--- src/logic/sync_align_pkg.sv ---
// Shared constants, types and phase table decoding for latency alignment.
`default_nettype none

package sync_align_pkg;

    // ****************************************************************
    // Register map
    // ****************************************************************
    localparam int REG_W = 8;
    localparam logic [7:0] ADDR_CTRL = 8'h05;
    localparam logic [7:0] ADDR_PHASE = 8'h06;
    localparam logic [7:0] CTRL_RESET = 8'h00;
    localparam logic [7:0] CTRL_MASK = 8'h07;
    localparam logic [7:0] CTRL_MANUAL = 8'h04;
    localparam logic [7:0] READ_UNMAPPED = 8'h00;
    localparam int CTRL_EN_BIT = 2;
    localparam int CTRL_PS_LSB = 0;
    localparam int PS_W = 2;

    // ****************************************************************
    // Timing figures
    // ****************************************************************
    // Skew limit of 0.4 sample clock cycles, held in tenths of a cycle.
    localparam int unsigned LATE_TENTHS = 4;
    localparam int LAT_CYCLES = 4;

    typedef struct packed {
        logic known;
        logic [1:0] dflt;
        logic adj_ok;
        logic [1:0] adj;
        logic [3:0] tenths;
    } phase_info_t;

    // Dual-port selects step 10, 00, 01, 11 from one bin group to the next.
    function automatic logic [1:0] dual_ps(input logic [4:0] grp);
        case (grp)
            5'h00: dual_ps = 2'h2;
            5'h01: dual_ps = 2'h0;
            5'h02: dual_ps = 2'h1;
            default: dual_ps = 2'h3;
        endcase
    endfunction : dual_ps

    // Maps a comparator code to its bin, default and adjusted select.
    function automatic phase_info_t phase_lookup(input logic [7:0] code,
                                                 input logic dual);
        logic [4:0] k;
        logic hit;
        phase_info_t r;
        hit = 1'b1;
        k = 5'h00;
        r = '0;
        case (code)
            8'h03: k = 5'h00;
            8'h04: k = 5'h01;
            8'h05: k = 5'h02;
            8'h15: k = 5'h03;
            8'h25: k = 5'h04;
            8'h35: k = 5'h05;
            8'h45: k = 5'h06;
            8'h55: k = 5'h07;
            8'h54: k = 5'h08;
            8'h53: k = 5'h09;
            8'h52: k = 5'h0a;
            8'h51: k = 5'h0b;
            8'h50: k = 5'h0c;
            8'h40: k = 5'h0d;
            8'h30: k = 5'h0e;
            8'h20: k = 5'h0f;
            8'h10: k = 5'h10;
            8'h00: k = 5'h11;
            8'h01: k = 5'h12;
            8'h02: k = 5'h13;
            default: hit = 1'b0;
        endcase
        r.known = hit;
        if (dual)
        begin
            r.dflt = dual_ps(k / 5'h05);
            r.adj_ok = hit && ((k % 5'h05) >= 5'h03);
            r.adj = dual_ps(5'((k / 5'h05 + 5'h01) % 5'h04));
            r.tenths = 4'((k % 5'h05) * 5'h02);
        end
        else
        begin
            r.dflt = (k >= 5'h05 && k <= 5'h0e) ? 2'h2 : 2'h0;
            r.adj_ok = hit && ((k >= 5'h01 && k <= 5'h04) ||
                               (k >= 5'h0b && k <= 5'h0e));
            r.adj = (k <= 5'h04) ? 2'h2 : 2'h0;
            r.tenths = 4'((k + 5'h05) % 5'h0a);
        end
        return r;
    endfunction : phase_lookup

endpackage : sync_align_pkg

`default_nettype wire

--- src/logic/sync_link_if.sv ---
// Register link between the alignment controller and one converter.
`timescale 1ns/10ps
`default_nettype none

interface sync_link_if;
    logic req_tgl;
    logic wr;
    logic [7:0] addr;
    logic [7:0] wdata;
    logic ack_tgl;
    logic [7:0] rdata;

    modport ctl (
        output req_tgl,
        output wr,
        output addr,
        output wdata,
        input ack_tgl,
        input rdata
    );

    modport dev (
        input req_tgl,
        input wr,
        input addr,
        input wdata,
        output ack_tgl,
        output rdata
    );
endinterface : sync_link_if

`default_nettype wire

--- src/logic/bit_sync.sv ---
// Two flip-flop synchroniser for a single level.
`timescale 1ns/10ps
`default_nettype none

module bit_sync (
    input wire logic clk,
    input wire logic nrst,
    input wire logic d,
    output logic q
);
    logic meta_q;

    always_ff @(posedge clk or negedge nrst)
    begin
        if (!nrst)
        begin
            meta_q <= 1'b0;
            q <= 1'b0;
        end
        else
        begin
            meta_q <= d;
            q <= meta_q;
        end
    end
endmodule : bit_sync

`default_nettype wire

--- src/logic/sync_align_ctl.sv ---
// Controller end: reads the phase code and removes a cycle when late.
`timescale 1ns/10ps
`default_nettype none

module sync_align_ctl #(
    parameter int unsigned MON_PERIOD = 1000
) (
    input wire logic clk_sys,
    input wire logic nrst,
    sync_link_if.ctl link,
    input wire logic dual_port,
    input wire logic start,
    input wire logic align,
    input wire logic [3:0] min_delay_tenths,
    input wire logic monitor_en,
    output logic busy,
    output logic code_valid,
    output logic [7:0] phase_code,
    output logic [3:0] delay_tenths,
    output logic code_known,
    output logic late,
    output logic manual_on,
    output logic done
);
    localparam int CNT_W = 16;
    if (MON_PERIOD < 1 || MON_PERIOD >= 2 ** CNT_W) begin : g_bad
        $error("sync_align_ctl: MON_PERIOD out of range");
    end
    localparam logic [CNT_W-1:0] MON_RELOAD = CNT_W'(MON_PERIOD - 1);

    typedef enum logic [1:0] {
        ST_IDLE = 2'h0,
        ST_READ = 2'h1,
        ST_HAVE = 2'h3,
        ST_WRITE = 2'h2
    } state_t;

    // ****************************************************************
    // Link answer
    // ****************************************************************
    logic ack_s;
    logic req_q;
    logic wr_q;
    logic [7:0] addr_q;
    logic [7:0] wdata_q;
    logic link_idle;
    bit_sync u_ack (
        .clk(clk_sys),
        .nrst(nrst),
        .d(link.ack_tgl),
        .q(ack_s)
    );
    assign link_idle = (ack_s == req_q);

    // ****************************************************************
    // Decision
    // ****************************************************************
    state_t state_q;
    state_t state_d;
    logic [7:0] code_q;
    logic auto_q;
    logic manual_q;
    logic go;
    logic auto_due;
    logic [CNT_W-1:0] mon_q;
    sync_align_pkg::phase_info_t info;
    sync_align_pkg::phase_info_t rd_info;
    logic [4:0] need;
    logic late_now;
    logic do_write;
    logic [7:0] wr_val;
    assign info = sync_align_pkg::phase_lookup(code_q, dual_port);
    assign rd_info = sync_align_pkg::phase_lookup(link.rdata, dual_port);
    assign need = {1'b0, min_delay_tenths}
                + 5'(sync_align_pkg::LATE_TENTHS);
    // Bin lower bounds are compared, which is safe only while the
    // data clock skew stays inside its limit.
    assign late_now = info.adj_ok
                   && ({1'b0, info.tenths} >= need);
    assign go = align || auto_q;
    assign auto_due = monitor_en && manual_q && (mon_q == '0);
    assign do_write = late_now || manual_q;
    // Only the manual enable and select bits are ever set.
    assign wr_val = sync_align_pkg::CTRL_MANUAL
                  | {6'h00, late_now ? info.adj : info.dflt};

    always_comb
    begin
        state_d = state_q;
        unique case (state_q)
            ST_IDLE:
            begin
                if (start || auto_due)
                begin
                    state_d = ST_READ;
                end
            end
            ST_READ:
            begin
                if (link_idle)
                begin
                    state_d = ST_HAVE;
                end
            end
            ST_HAVE:
            begin
                if (go)
                begin
                    state_d = do_write ? ST_WRITE : ST_IDLE;
                end
            end
            ST_WRITE:
            begin
                if (link_idle)
                begin
                    state_d = ST_IDLE;
                end
            end
        endcase
    end

    always_ff @(posedge clk_sys or negedge nrst)
    begin
        if (!nrst)
        begin
            state_q <= ST_IDLE;
        end
        else
        begin
            state_q <= state_d;
        end
    end

    // ****************************************************************
    // Link requests
    // ****************************************************************
    // A request stays on the link until its answer, so the far end may
    // sample address and data long after the toggle.
    always_ff @(posedge clk_sys or negedge nrst)
    begin
        if (!nrst)
        begin
            req_q <= 1'b0;
            wr_q <= 1'b0;
            addr_q <= 8'h00;
            wdata_q <= 8'h00;
        end
        else if (state_q == ST_IDLE && state_d == ST_READ)
        begin
            req_q <= ~req_q;
            wr_q <= 1'b0;
            addr_q <= sync_align_pkg::ADDR_PHASE;
            wdata_q <= 8'h00;
        end
        else if (state_q == ST_HAVE && state_d == ST_WRITE)
        begin
            req_q <= ~req_q;
            wr_q <= 1'b1;
            addr_q <= sync_align_pkg::ADDR_CTRL;
            wdata_q <= wr_val;
        end
    end

    assign link.req_tgl = req_q;
    assign link.wr = wr_q;
    assign link.addr = addr_q;
    assign link.wdata = wdata_q;

    // ****************************************************************
    // Read results
    // ****************************************************************
    logic cv_q;
    logic [3:0] delay_q;
    logic known_q;
    always_ff @(posedge clk_sys or negedge nrst)
    begin
        if (!nrst)
        begin
            code_q <= 8'h00;
            delay_q <= 4'h0;
            known_q <= 1'b0;
            cv_q <= 1'b0;
        end
        else
        begin
            cv_q <= 1'b0;
            if (state_q == ST_READ && link_idle)
            begin
                code_q <= link.rdata;
                delay_q <= rd_info.tenths;
                known_q <= rd_info.known;
                cv_q <= 1'b1;
            end
        end
    end

    // ****************************************************************
    // Mode and monitoring
    // ****************************************************************
    logic late_q;
    logic done_q;
    always_ff @(posedge clk_sys or negedge nrst)
    begin
        if (!nrst)
        begin
            auto_q <= 1'b0;
            manual_q <= 1'b0;
            late_q <= 1'b0;
            done_q <= 1'b0;
        end
        else
        begin
            done_q <= 1'b0;
            if (state_q == ST_IDLE && state_d == ST_READ)
            begin
                auto_q <= auto_due && !start;
            end
            if (state_q == ST_HAVE && go)
            begin
                late_q <= late_now;
                done_q <= !do_write;
            end
            if (state_q == ST_WRITE && link_idle)
            begin
                manual_q <= 1'b1;
                done_q <= 1'b1;
            end
        end
    end

    // Drift check period; the count only runs while idle.
    always_ff @(posedge clk_sys or negedge nrst)
    begin
        if (!nrst)
        begin
            mon_q <= MON_RELOAD;
        end
        else if (state_q != ST_IDLE)
        begin
            mon_q <= MON_RELOAD;
        end
        else if (monitor_en && manual_q && mon_q != '0)
        begin
            mon_q <= mon_q - CNT_W'(1);
        end
    end

    assign busy = (state_q != ST_IDLE);
    assign code_valid = cv_q;
    assign phase_code = code_q;
    assign delay_tenths = delay_q;
    assign code_known = known_q;
    assign late = late_q;
    assign manual_on = manual_q;
    assign done = done_q;
endmodule : sync_align_ctl

`default_nettype wire

--- src/flat_wrapper.sv ---
// flat-port wrapper written by rule: the top's interface ports become plain ports
module sync_align_ctl_flat 
#(
    parameter int unsigned MON_PERIOD = 1000
)
  (clk_sys, nrst, dual_port, start, align, min_delay_tenths, monitor_en, busy, code_valid, phase_code, delay_tenths, code_known, late, manual_on, done, link_req_tgl, link_wr, link_addr, link_wdata, link_ack_tgl, link_rdata);
  sync_link_if link_i ();
  input wire logic clk_sys;
  input wire logic nrst;
  input wire logic dual_port;
  input wire logic start;
  input wire logic align;
  input wire logic [3:0] min_delay_tenths;
  input wire logic monitor_en;
  output logic busy;
  output logic code_valid;
  output logic [7:0] phase_code;
  output logic [3:0] delay_tenths;
  output logic code_known;
  output logic late;
  output logic manual_on;
  output logic done;
  output wire logic [$bits(link_i.req_tgl)-1:0] link_req_tgl;
  output wire logic [$bits(link_i.wr)-1:0] link_wr;
  output wire logic [$bits(link_i.addr)-1:0] link_addr;
  output wire logic [$bits(link_i.wdata)-1:0] link_wdata;
  input wire logic [$bits(link_i.ack_tgl)-1:0] link_ack_tgl;
  input wire logic [$bits(link_i.rdata)-1:0] link_rdata;
  assign link_req_tgl = link_i.req_tgl;
  assign link_wr = link_i.wr;
  assign link_addr = link_i.addr;
  assign link_wdata = link_i.wdata;
  assign link_i.ack_tgl = link_ack_tgl;
  assign link_i.rdata = link_rdata;
  sync_align_ctl #(.MON_PERIOD(MON_PERIOD)) u_core (.clk_sys(clk_sys), .nrst(nrst), .link(link_i), .dual_port(dual_port), .start(start), .align(align), .min_delay_tenths(min_delay_tenths), .monitor_en(monitor_en), .busy(busy), .code_valid(code_valid), .phase_code(phase_code), .delay_tenths(delay_tenths), .code_known(code_known), .late(late), .manual_on(manual_on), .done(done));
endmodule
--- config.mk ---
export PLATFORM = sky130hd
export DESIGN_NAME = sync_align_ctl_flat
export DESIGN_NICKNAME = d
export VERILOG_FILES = /design/src/logic/sync_align_pkg.sv /design/src/logic/sync_link_if.sv /design/src/logic/bit_sync.sv /design/src/logic/sync_align_ctl.sv /design/src/flat_wrapper.sv
export SDC_FILE = /design/constraint.sdc
export NUM_CORES = 1
export LEC_CHECK = 0
export ABC_AREA = 1
export BUFFER_PORTS_ARGS = -buffer_cell sky130_fd_sc_hd__buf_4
export CAP_MARGIN = 40
export CORE_MARGIN = 3
export CORE_UTILIZATION = 59
export CTS_CLUSTER_DIAMETER = 80
export DETAILED_ROUTE_END_ITERATION = 16
export PLACE_DENSITY = 0.86
export SYNTH_ARGS = -nofsm -noshare
export SYNTH_HDL_FRONTEND = slang
export SYNTH_HIERARCHICAL = 1
export SYNTH_SLANG_ARGS = --single-unit
--- constraint.sdc ---
create_clock -name clk_sys -period 5.8 [get_ports clk_sys]
set_clock_uncertainty 0.05 [all_clocks]
set_input_delay 0.58 -clock clk_sys [delete_from_list [all_inputs] [get_ports clk_sys]]
set_output_delay 0.58 -clock clk_sys [all_outputs]
set_load 0.005 [all_outputs]
==> metrics.csv, run 1 <==
stage,metric,value,unit
setup_path,Worst path max stage delay,440,ps
setup_path,Reg2Reg Depth,38,
die,Row Count,30,
detailed_routing,First DRT Iteration DRCs,229,
logic_synthesis,largest family of logic cells by synthesized area,simple AND/OR/NAND/NOR gates,
status,status,completed,
logic_synthesis,cells after synthesis,613,
logic_synthesis,ys flop type,dfrtp_1,
cells_and_area,diode count,0,
placement,"Cell Area, Placed",4600,µm²
min_path,Worst Hold Class,primary input to async pin,
power_and_ir_drop,power per cell area,422,nW/µm²
power_and_ir_drop,Leak Pwr,2.49,nW
logic_synthesis,Synth Area in Adders,10.1,%
setup_path,Reg2Reg Setup Slack,830,ps
logic_synthesis,post-synthesis xor/xnor area fraction,0.834,%
cells_and_area,fin nets,711,
sta,Final Hold Viols,0,
logic_synthesis,#FFs+latches synth,44,
detailed_routing,Antenna Violating Nets Remaining,0,
clock_tree,Clock Sinks,44,
detailed_routing,drt first pass iters,5,
clock_tree,number of gates resized after cts,0,
die,initial core utilization,61.2,%
setup_path,Crit path arrival time,5170,ps
grt,GRT overflow,0,
setup_path,"delay-heaviest family, CP",simple AND/OR/NAND/NOR gates,
grt,first-pass GRT wire length,16700,µm
setup_path,CP Capture Type,flip-flop,
grt,vias in the first global route,3834,
logic_synthesis,Synth Warn #,6,
placement,GP Congestion,0.997,
sta,Slew Limit Fails,0,
clock_tree,Post-CTS Hold Buffers,0,
grt,initial antenna violation count,0,
clock_tree,CTS tree,done,
sta,fin crit period,4970,ps
clock_tree,clk_lat worst skew,300,ps
run,max-cap violations,0,
clock_tree,post-CTS setup buffers,0,
placement,Detailed Place HPWL,7790,µm
cells_and_area,Layout area overhead,11.7,%
detailed_routing,DRT Wirelength,9630,µm
sta,unrepaired setup endpoints after global routing,false,
clock_tree,clock slew at reported path FFs,100,ps
setup_path,WP data required,6000,ps
setup_path,Startpoint Class,flip-flop,
detailed_routing,drt drc,0,
logic_synthesis,Mapped Area,4200,µm²
grt,largest net degree at the start of global routing,45,
detailed_routing,DR vias/cell,5.34,
clock_tree,root buffer cell,clkbuf_8,
logic_synthesis,Post-synth EDFFs,0,
setup_path,Critical path buffers and inverters,5,
cells_and_area,Layout fillers,632,
die,Core Box Area,6870,µm²
clock_tree,Bufs on Longest Clock Path,2,
die,Die ar.,8170,µm²
setup_path,Critical Path Slowest Stage Cell,dfrtp_1,
sta,Setup TNS,0,ps
logic_synthesis,sequential element share of the synthesized area,26.4,%
setup_path,Setup CP Type,flip-flop to flip-flop,
setup_path,Critical Path Fanout Max,7,
sta,"Setup violations, final",0,
clock_tree,CTS buffer count,5,
clock_tree,H-tree levels,2,
die,# IOs,55,
sta,worst-margin pin slew,564,ps
placement,port buffer count,44,
die,Die Width,90.4,µm
power_and_ir_drop,worst vdd ir,0.146,mV
logic_synthesis,Synth Area in Compound Gates,11.2,%
sta,slew margin rel.,61.9,%
detailed_routing,via count,4033,
logic_synthesis,"top cells by count, synth","150 x nand2_1, 80 x inv_1, 52 x nand3_1",
logic_synthesis,most frequent cell after synthesis,nand2_1,
setup_path,origin of the critical flop-to-flop path,u_core/phase_code[3],
logic_synthesis,syn_area_per_cell,6.86,µm²
setup_path,R2R Path End,u_core/link.wdata[1],
logic_synthesis,simple-gate area share of the yosys netlist,40.1,%
detailed_routing,WL/cell,12.8,µm
sta,final worst-path cycle share,85.8,%
die,Die Span Y,90.4,µm
setup_path,cell mode on critical path,nand2_1,
logic_synthesis,mux cell area share after synthesis,0,%
logic_synthesis,number of unique standard cell types used by synthesis,48,
cells_and_area,Non-Filler Instances,755,
cells_and_area,share of cells above drive strength 1,22.0,%
logic_synthesis,"FFs w/ async S/R, synth",100,%
logic_synthesis,post-synth top area share,21.4,%
sta,Highest Clock Rate,0.201,GHz
cells_and_area,final instance area,4690,µm²
sta,worst hold margin,190,ps
logic_synthesis,cell accounting for the most synthesized area,dfrtp_1,
placement,Inst Count DP,747,
logic_synthesis,ranking of synthesized cells by area,"dfrtp_1 21%, nand2_1 13%, ha_1 10%, inv_1 7.1%, nand3_1 6.2%",
grt,GRT Resource Usage Total,24.0,%
## registers in the layout, indices dropped and copies added, names as in the netlist
register / count
u_core/code_valid: 1
u_core/manual_on: 1
u_core/code_known: 1
u_core/mon_q: 16
u_core/phase_code: 8
u_core/late: 1
u_core/link.wdata: 2
u_core/u_ack/q: 1
u_core/done: 1
u_core/auto_q: 1
u_core/link.req_tgl: 1
u_core/state_q: 2
u_core/delay_tenths: 4
u_core/u_ack/meta_q: 1
u_core/link.addr: 3
## metal layers
| layer | track usage [%] | part of all wire, % | vias to the layer above |
|---|---|---|---|
| met1 | 31.0 | 45 | 1846 |
| met4 | 7.65 | 2.1 | 0 |
| met2 | 41.4 | 49 | 117 |
| met3 | 3.50 | 4.3 | 20 |
| met5 | 0 | 0 | - |
| li1 | - | - | 2050 |
## logic make-up after synthesis
family / after synthesis
DFF: 44
adders and majority gates: 34
xor gates and xnor gates: 4
buffers and inverters: 112
other: 1
and+or+nand+nor: 340
AOI/OAI and AO/OA: 78
## layout by cell type (no fill, tap or decap), types with 2 or more instances in the layout
master,instances
inv_2,12
nand3_4,3
nor2_4,8
a21oi_1,19
nor3_2,2
inv_1,80
o31ai_1,2
dfstp_2,8
nor2_2,9
conb_1,10
a21oi_2,5
clkbuf_8,6
dfrtp_1,36
clkinvlp_4,2
nand3_2,7
nor3_1,11
nor4_1,2
nand3_1,52
o211ai_1,2
nand2_1,150
nand2_2,22
xnor2_1,2
o41ai_1,2
o21ai_1,6
nand4_1,11
nand3b_1,2
or2_2,3
o21ai_0,30
o21ai_2,6
nor2_1,50
ha_1,34
xor2_1,2
and2_1,3
buf_4,46
## worst register-to-register path, delay by kind of cell, from the launching register on
kind	cells	cell delay, ps
AO/OA/AOI/OAI	6	760
adder cells (fa/ha/maj)	4	880
buffers and inverters	5	450
flip-flops	1	440
AND/OR/NAND/NOR	23	2310
## metrics by stage
step	total power [mW]	util [%]	setup slack [ps]
6_report	1.98	68.3	826
5_1_grt	2.18	68.3	433
4_1_cts	1.98	68.3	887
3_5_place_dp	1.76	66.9	916
3_3_place_gp	1.71	66.8	1150
2_1_floorplan	1.40	-	1500
## cell type report
class | instances | area [µm²] | area share (%)
Tap cell | 96 | 120 | 2.56
Clock buffer | 6 | 82.6 | 1.76
Clock inverter | 2 | 15.0 | 0.320
Timing Repair Buffer | 46 | 345 | 7.36
Inverter | 95 | 360 | 7.68
Sequential cell | 44 | 1110 | 23.7
Multi-Input combinational cell | 466 | 2660 | 56.7
## worst max-delay path by stage
stage / startpoint / cells after the start / slack, ps / to
floorplan: u_core/phase_code[6] / 36 / 1500 / u_core/link.req_tgl
global placement: u_core/phase_code[0] / 37 / 1150 / u_core/link.wdata[0]
detailed placement: u_core/phase_code[0] / 38 / 920 / u_core/link.wdata[1]
CTS: u_core/phase_code[3] / 38 / 890 / u_core/link.wdata[1]
global route: u_core/phase_code[3] / 38 / 430 / u_core/link.wdata[1]
finish: u_core/phase_code[3] / 38 / 830 / u_core/link.wdata[1]
## where the power goes
part	internal (mW)	switching (mW)
registers	0.392	0.0862
logic	0.491	0.798
clock network	0.0967	0.116
total	0.980	1.00
(Power assumes the default switching activity.)
==> inputs of run 2 (changes only) <==
==> constraint.sdc (replaced) <==
create_clock -name clk_sys -period 5.7 [get_ports clk_sys]
set_clock_uncertainty 0.05 [all_clocks]
set_input_delay 0.57 -clock clk_sys [delete_from_list [all_inputs] [get_ports clk_sys]]
set_output_delay 0.57 -clock clk_sys [all_outputs]
set_load 0.005 [all_outputs]
==> run 2 against run 1 <==
Clock power up 2%. Global-route usage down 0.68 points. Register-to-register slack worse by 40 ps. Via count down 0.57%. Routed wire length down 2.0%. Total power up 1.3%. Largest power group unchanged.
==> metrics.csv, run 2 (synthesis results as in run 1) <==
stage,metric,value,unit,change
status,status,completed,,
clock_tree,clk_lat worst skew,310,ps,about the same
setup_path,Reg2Reg Depth,38,,unchanged
placement,Detailed Place HPWL,7610,µm,-2.3%
sta,Final Hold Viols,0,,unchanged
cells_and_area,"Core Util, Final",68.3,%,unchanged
detailed_routing,Antenna Violating Nets Remaining,0,,unchanged
die,Die Span Y,90.4,µm,unchanged
detailed_routing,First DRT Iteration DRCs,234,,+2.2%
setup_path,"delay-heaviest family, CP",simple AND/OR/NAND/NOR gates,,
cells_and_area,final instance area,4690,µm²,unchanged
sta,worst-margin pin slew,606,ps,+42.4 ps
setup_path,WP depth,38,,unchanged
detailed_routing,via count,4010,,-0.57%
placement,"Cell Area, Placed",4600,µm²,unchanged
sta,Setup TNS,0,ps,unchanged
clock_tree,Clock Sinks,44,,unchanged
clock_tree,CTS buffer count,5,,unchanged
sta,Highest Clock Rate,0.204,GHz,+1.3%
die,initial core utilization,61.2,%,unchanged
setup_path,Critical Path End,u_core/link.wdata[0],,
die,Die Width,90.4,µm,unchanged
die,Core Box Area,6870,µm²,unchanged
sta,fin crit period,4910,ps,-63.4 ps
clock_tree,CTS tree,done,,
setup_path,Critical Path Fanout Max,7,,unchanged
setup_path,R2R Path End,u_core/link.wdata[0],,
clock_tree,number of gates resized after cts,0,,unchanged
setup_path,Worst path max stage delay,450,ps,about the same
detailed_routing,M1 WL,4180,µm,-2.4%
setup_path,Startpoint Class,flip-flop,,
setup_path,cell mode on critical path,nand2_1,,
run,max-cap violations,0,,unchanged
setup_path,CP Capture Type,flip-flop,,
sta,final worst setup slack,789,ps,-36.6 ps
die,Row Count,30,,unchanged
sta,unrepaired setup endpoints after global routing,false,,
detailed_routing,DRT Wirelength,9430,µm,-2.0%
detailed_routing,drt drc,0,,unchanged
clock_tree,H-tree levels,2,,unchanged
min_path,Worst Hold Class,primary input to async pin,,
setup_path,Critical Path Slowest Stage Cell,dfrtp_1,,
setup_path,CP startpoint,u_core/phase_code[3],,
placement,port buffer count,44,,unchanged
setup_path,Setup CP Type,flip-flop to flip-flop,,
detailed_routing,DR WL met3,459,µm,+9.8%
clock_tree,Post-CTS Hold Buffers,0,,unchanged
die,Die ar.,8170,µm²,unchanged
sta,final worst-path cycle share,86.2,%,+0.39 points
clock_tree,post-CTS setup buffers,0,,unchanged
cells_and_area,Biggest register,u_core/mon_q,,
power_and_ir_drop,worst vdd ir,0.155,mV,+6.5%
setup_path,origin of the critical flop-to-flop path,u_core/phase_code[3],,
die,# IOs,55,,unchanged
sta,slew margin rel.,59.1,%,-2.9 points
grt,first-pass GRT wire length,16200,µm,-3.1%
detailed_routing,WL/cell,12.5,µm,-2.0%
clock_tree,clock slew at reported path FFs,100,ps,about the same
power_and_ir_drop,power per cell area,427,nW/µm²,+1.3%
grt,GRT Resource Usage Total,23.3,%,-0.68 points
grt,vias in the first global route,3680,,-4.0%
grt,GRT overflow,0,,unchanged
detailed_routing,top layer in use,met4,,
detailed_routing,DR vias/cell,5.31,,-0.57%
cells_and_area,share of cells above drive strength 1,22.0,%,unchanged
power_and_ir_drop,total power,2.01,mW,+1.3%
cells_and_area,fin nets,711,,unchanged
setup_path,WP data required,5900,ps,-100 ps
cells_and_area,Non-Filler Instances,755,,unchanged
setup_path,Reg2Reg Setup Slack,790,ps,-40 ps
detailed_routing,drt first pass iters,4,,-1
sta,"Setup violations, final",0,,unchanged
setup_path,Crit path arrival time,5110,ps,-60 ps
placement,"worst slack, placed",854,ps,-62.2 ps
grt,largest net degree at the start of global routing,45,,unchanged
clock_tree,Bufs on Longest Clock Path,2,,unchanged
power_and_ir_drop,Leak Pwr,2.49,nW,unchanged
sta,worst hold margin,184,ps,-6.28 ps
setup_path,Critical path buffers and inverters,5,,unchanged
placement,Inst Count DP,747,,unchanged
detailed_routing,met2 WL,4590,µm,-2.8%
cells_and_area,number of flip-flops in the largest register,16,,unchanged
cells_and_area,Layout area overhead,11.7,%,unchanged
grt,initial antenna violation count,0,,unchanged
cells_and_area,diode count,0,,unchanged
cells_and_area,Layout fillers,604,,-4.4%
clock_tree,root buffer cell,clkbuf_8,,
sta,Slew Limit Fails,0,,unchanged
cells_and_area,most frequent cells in the layout,"150 x nand2_1, 80 x inv_1, 52 x nand3_1",,
cells_and_area,"most common cell after layout, fill and taps aside",nand2_1,,
placement,GP Congestion,0.997,,about the same
-- run 2: layer usage --
| layer | vias to the layer above | GRT usage (%) |
|---|---|---|
| li1 | 2055 | - |
| met1 | 1847 | 29.9 |
| met2 | 88 | 40.2 |
| met3 | 20 | 3.58 |
| met4 | 0 | 7.65 |
| met5 | - | 0 |
-- run 2: where the power goes --
part / switching (mW) / internal, mW
clock: 0.119 / 0.0984
combinational: 0.803 / 0.499
sequential: 0.0879 / 0.399
-- run 2: layout make-up --
type / count / area, µm² / area share (%)
clock inverters: 2 / 15.0 / 0.320
clock buffers: 6 / 82.6 / 1.76
inverters: 95 / 360 / 7.68
well taps: 96 / 120 / 2.56
repair buffers: 46 / 345 / 7.36
multi-input cells: 466 / 2660 / 56.7
flip-flops and latches: 44 / 1110 / 23.7
-- run 2: worst min path at each step --
| stage | start | end | slack (ps) | depth (start not counted) |
|---|---|---|---|---|
| 2_1_floorplan | nrst | u_core/auto_q | 220 | 0 |
| 3_3_place_gp | u_core/u_ack/meta_q | u_core/u_ack/q | 290 | 0 |
| 3_5_place_dp | u_core/u_ack/meta_q | u_core/u_ack/q | 290 | 0 |
| 4_1_cts | nrst | u_core/link.addr[2] | 200 | 1 |
| 5_1_grt | nrst | u_core/link.addr[0] | 220 | 1 |
| 6_report | nrst | u_core/link.addr[0] | 180 | 1 |
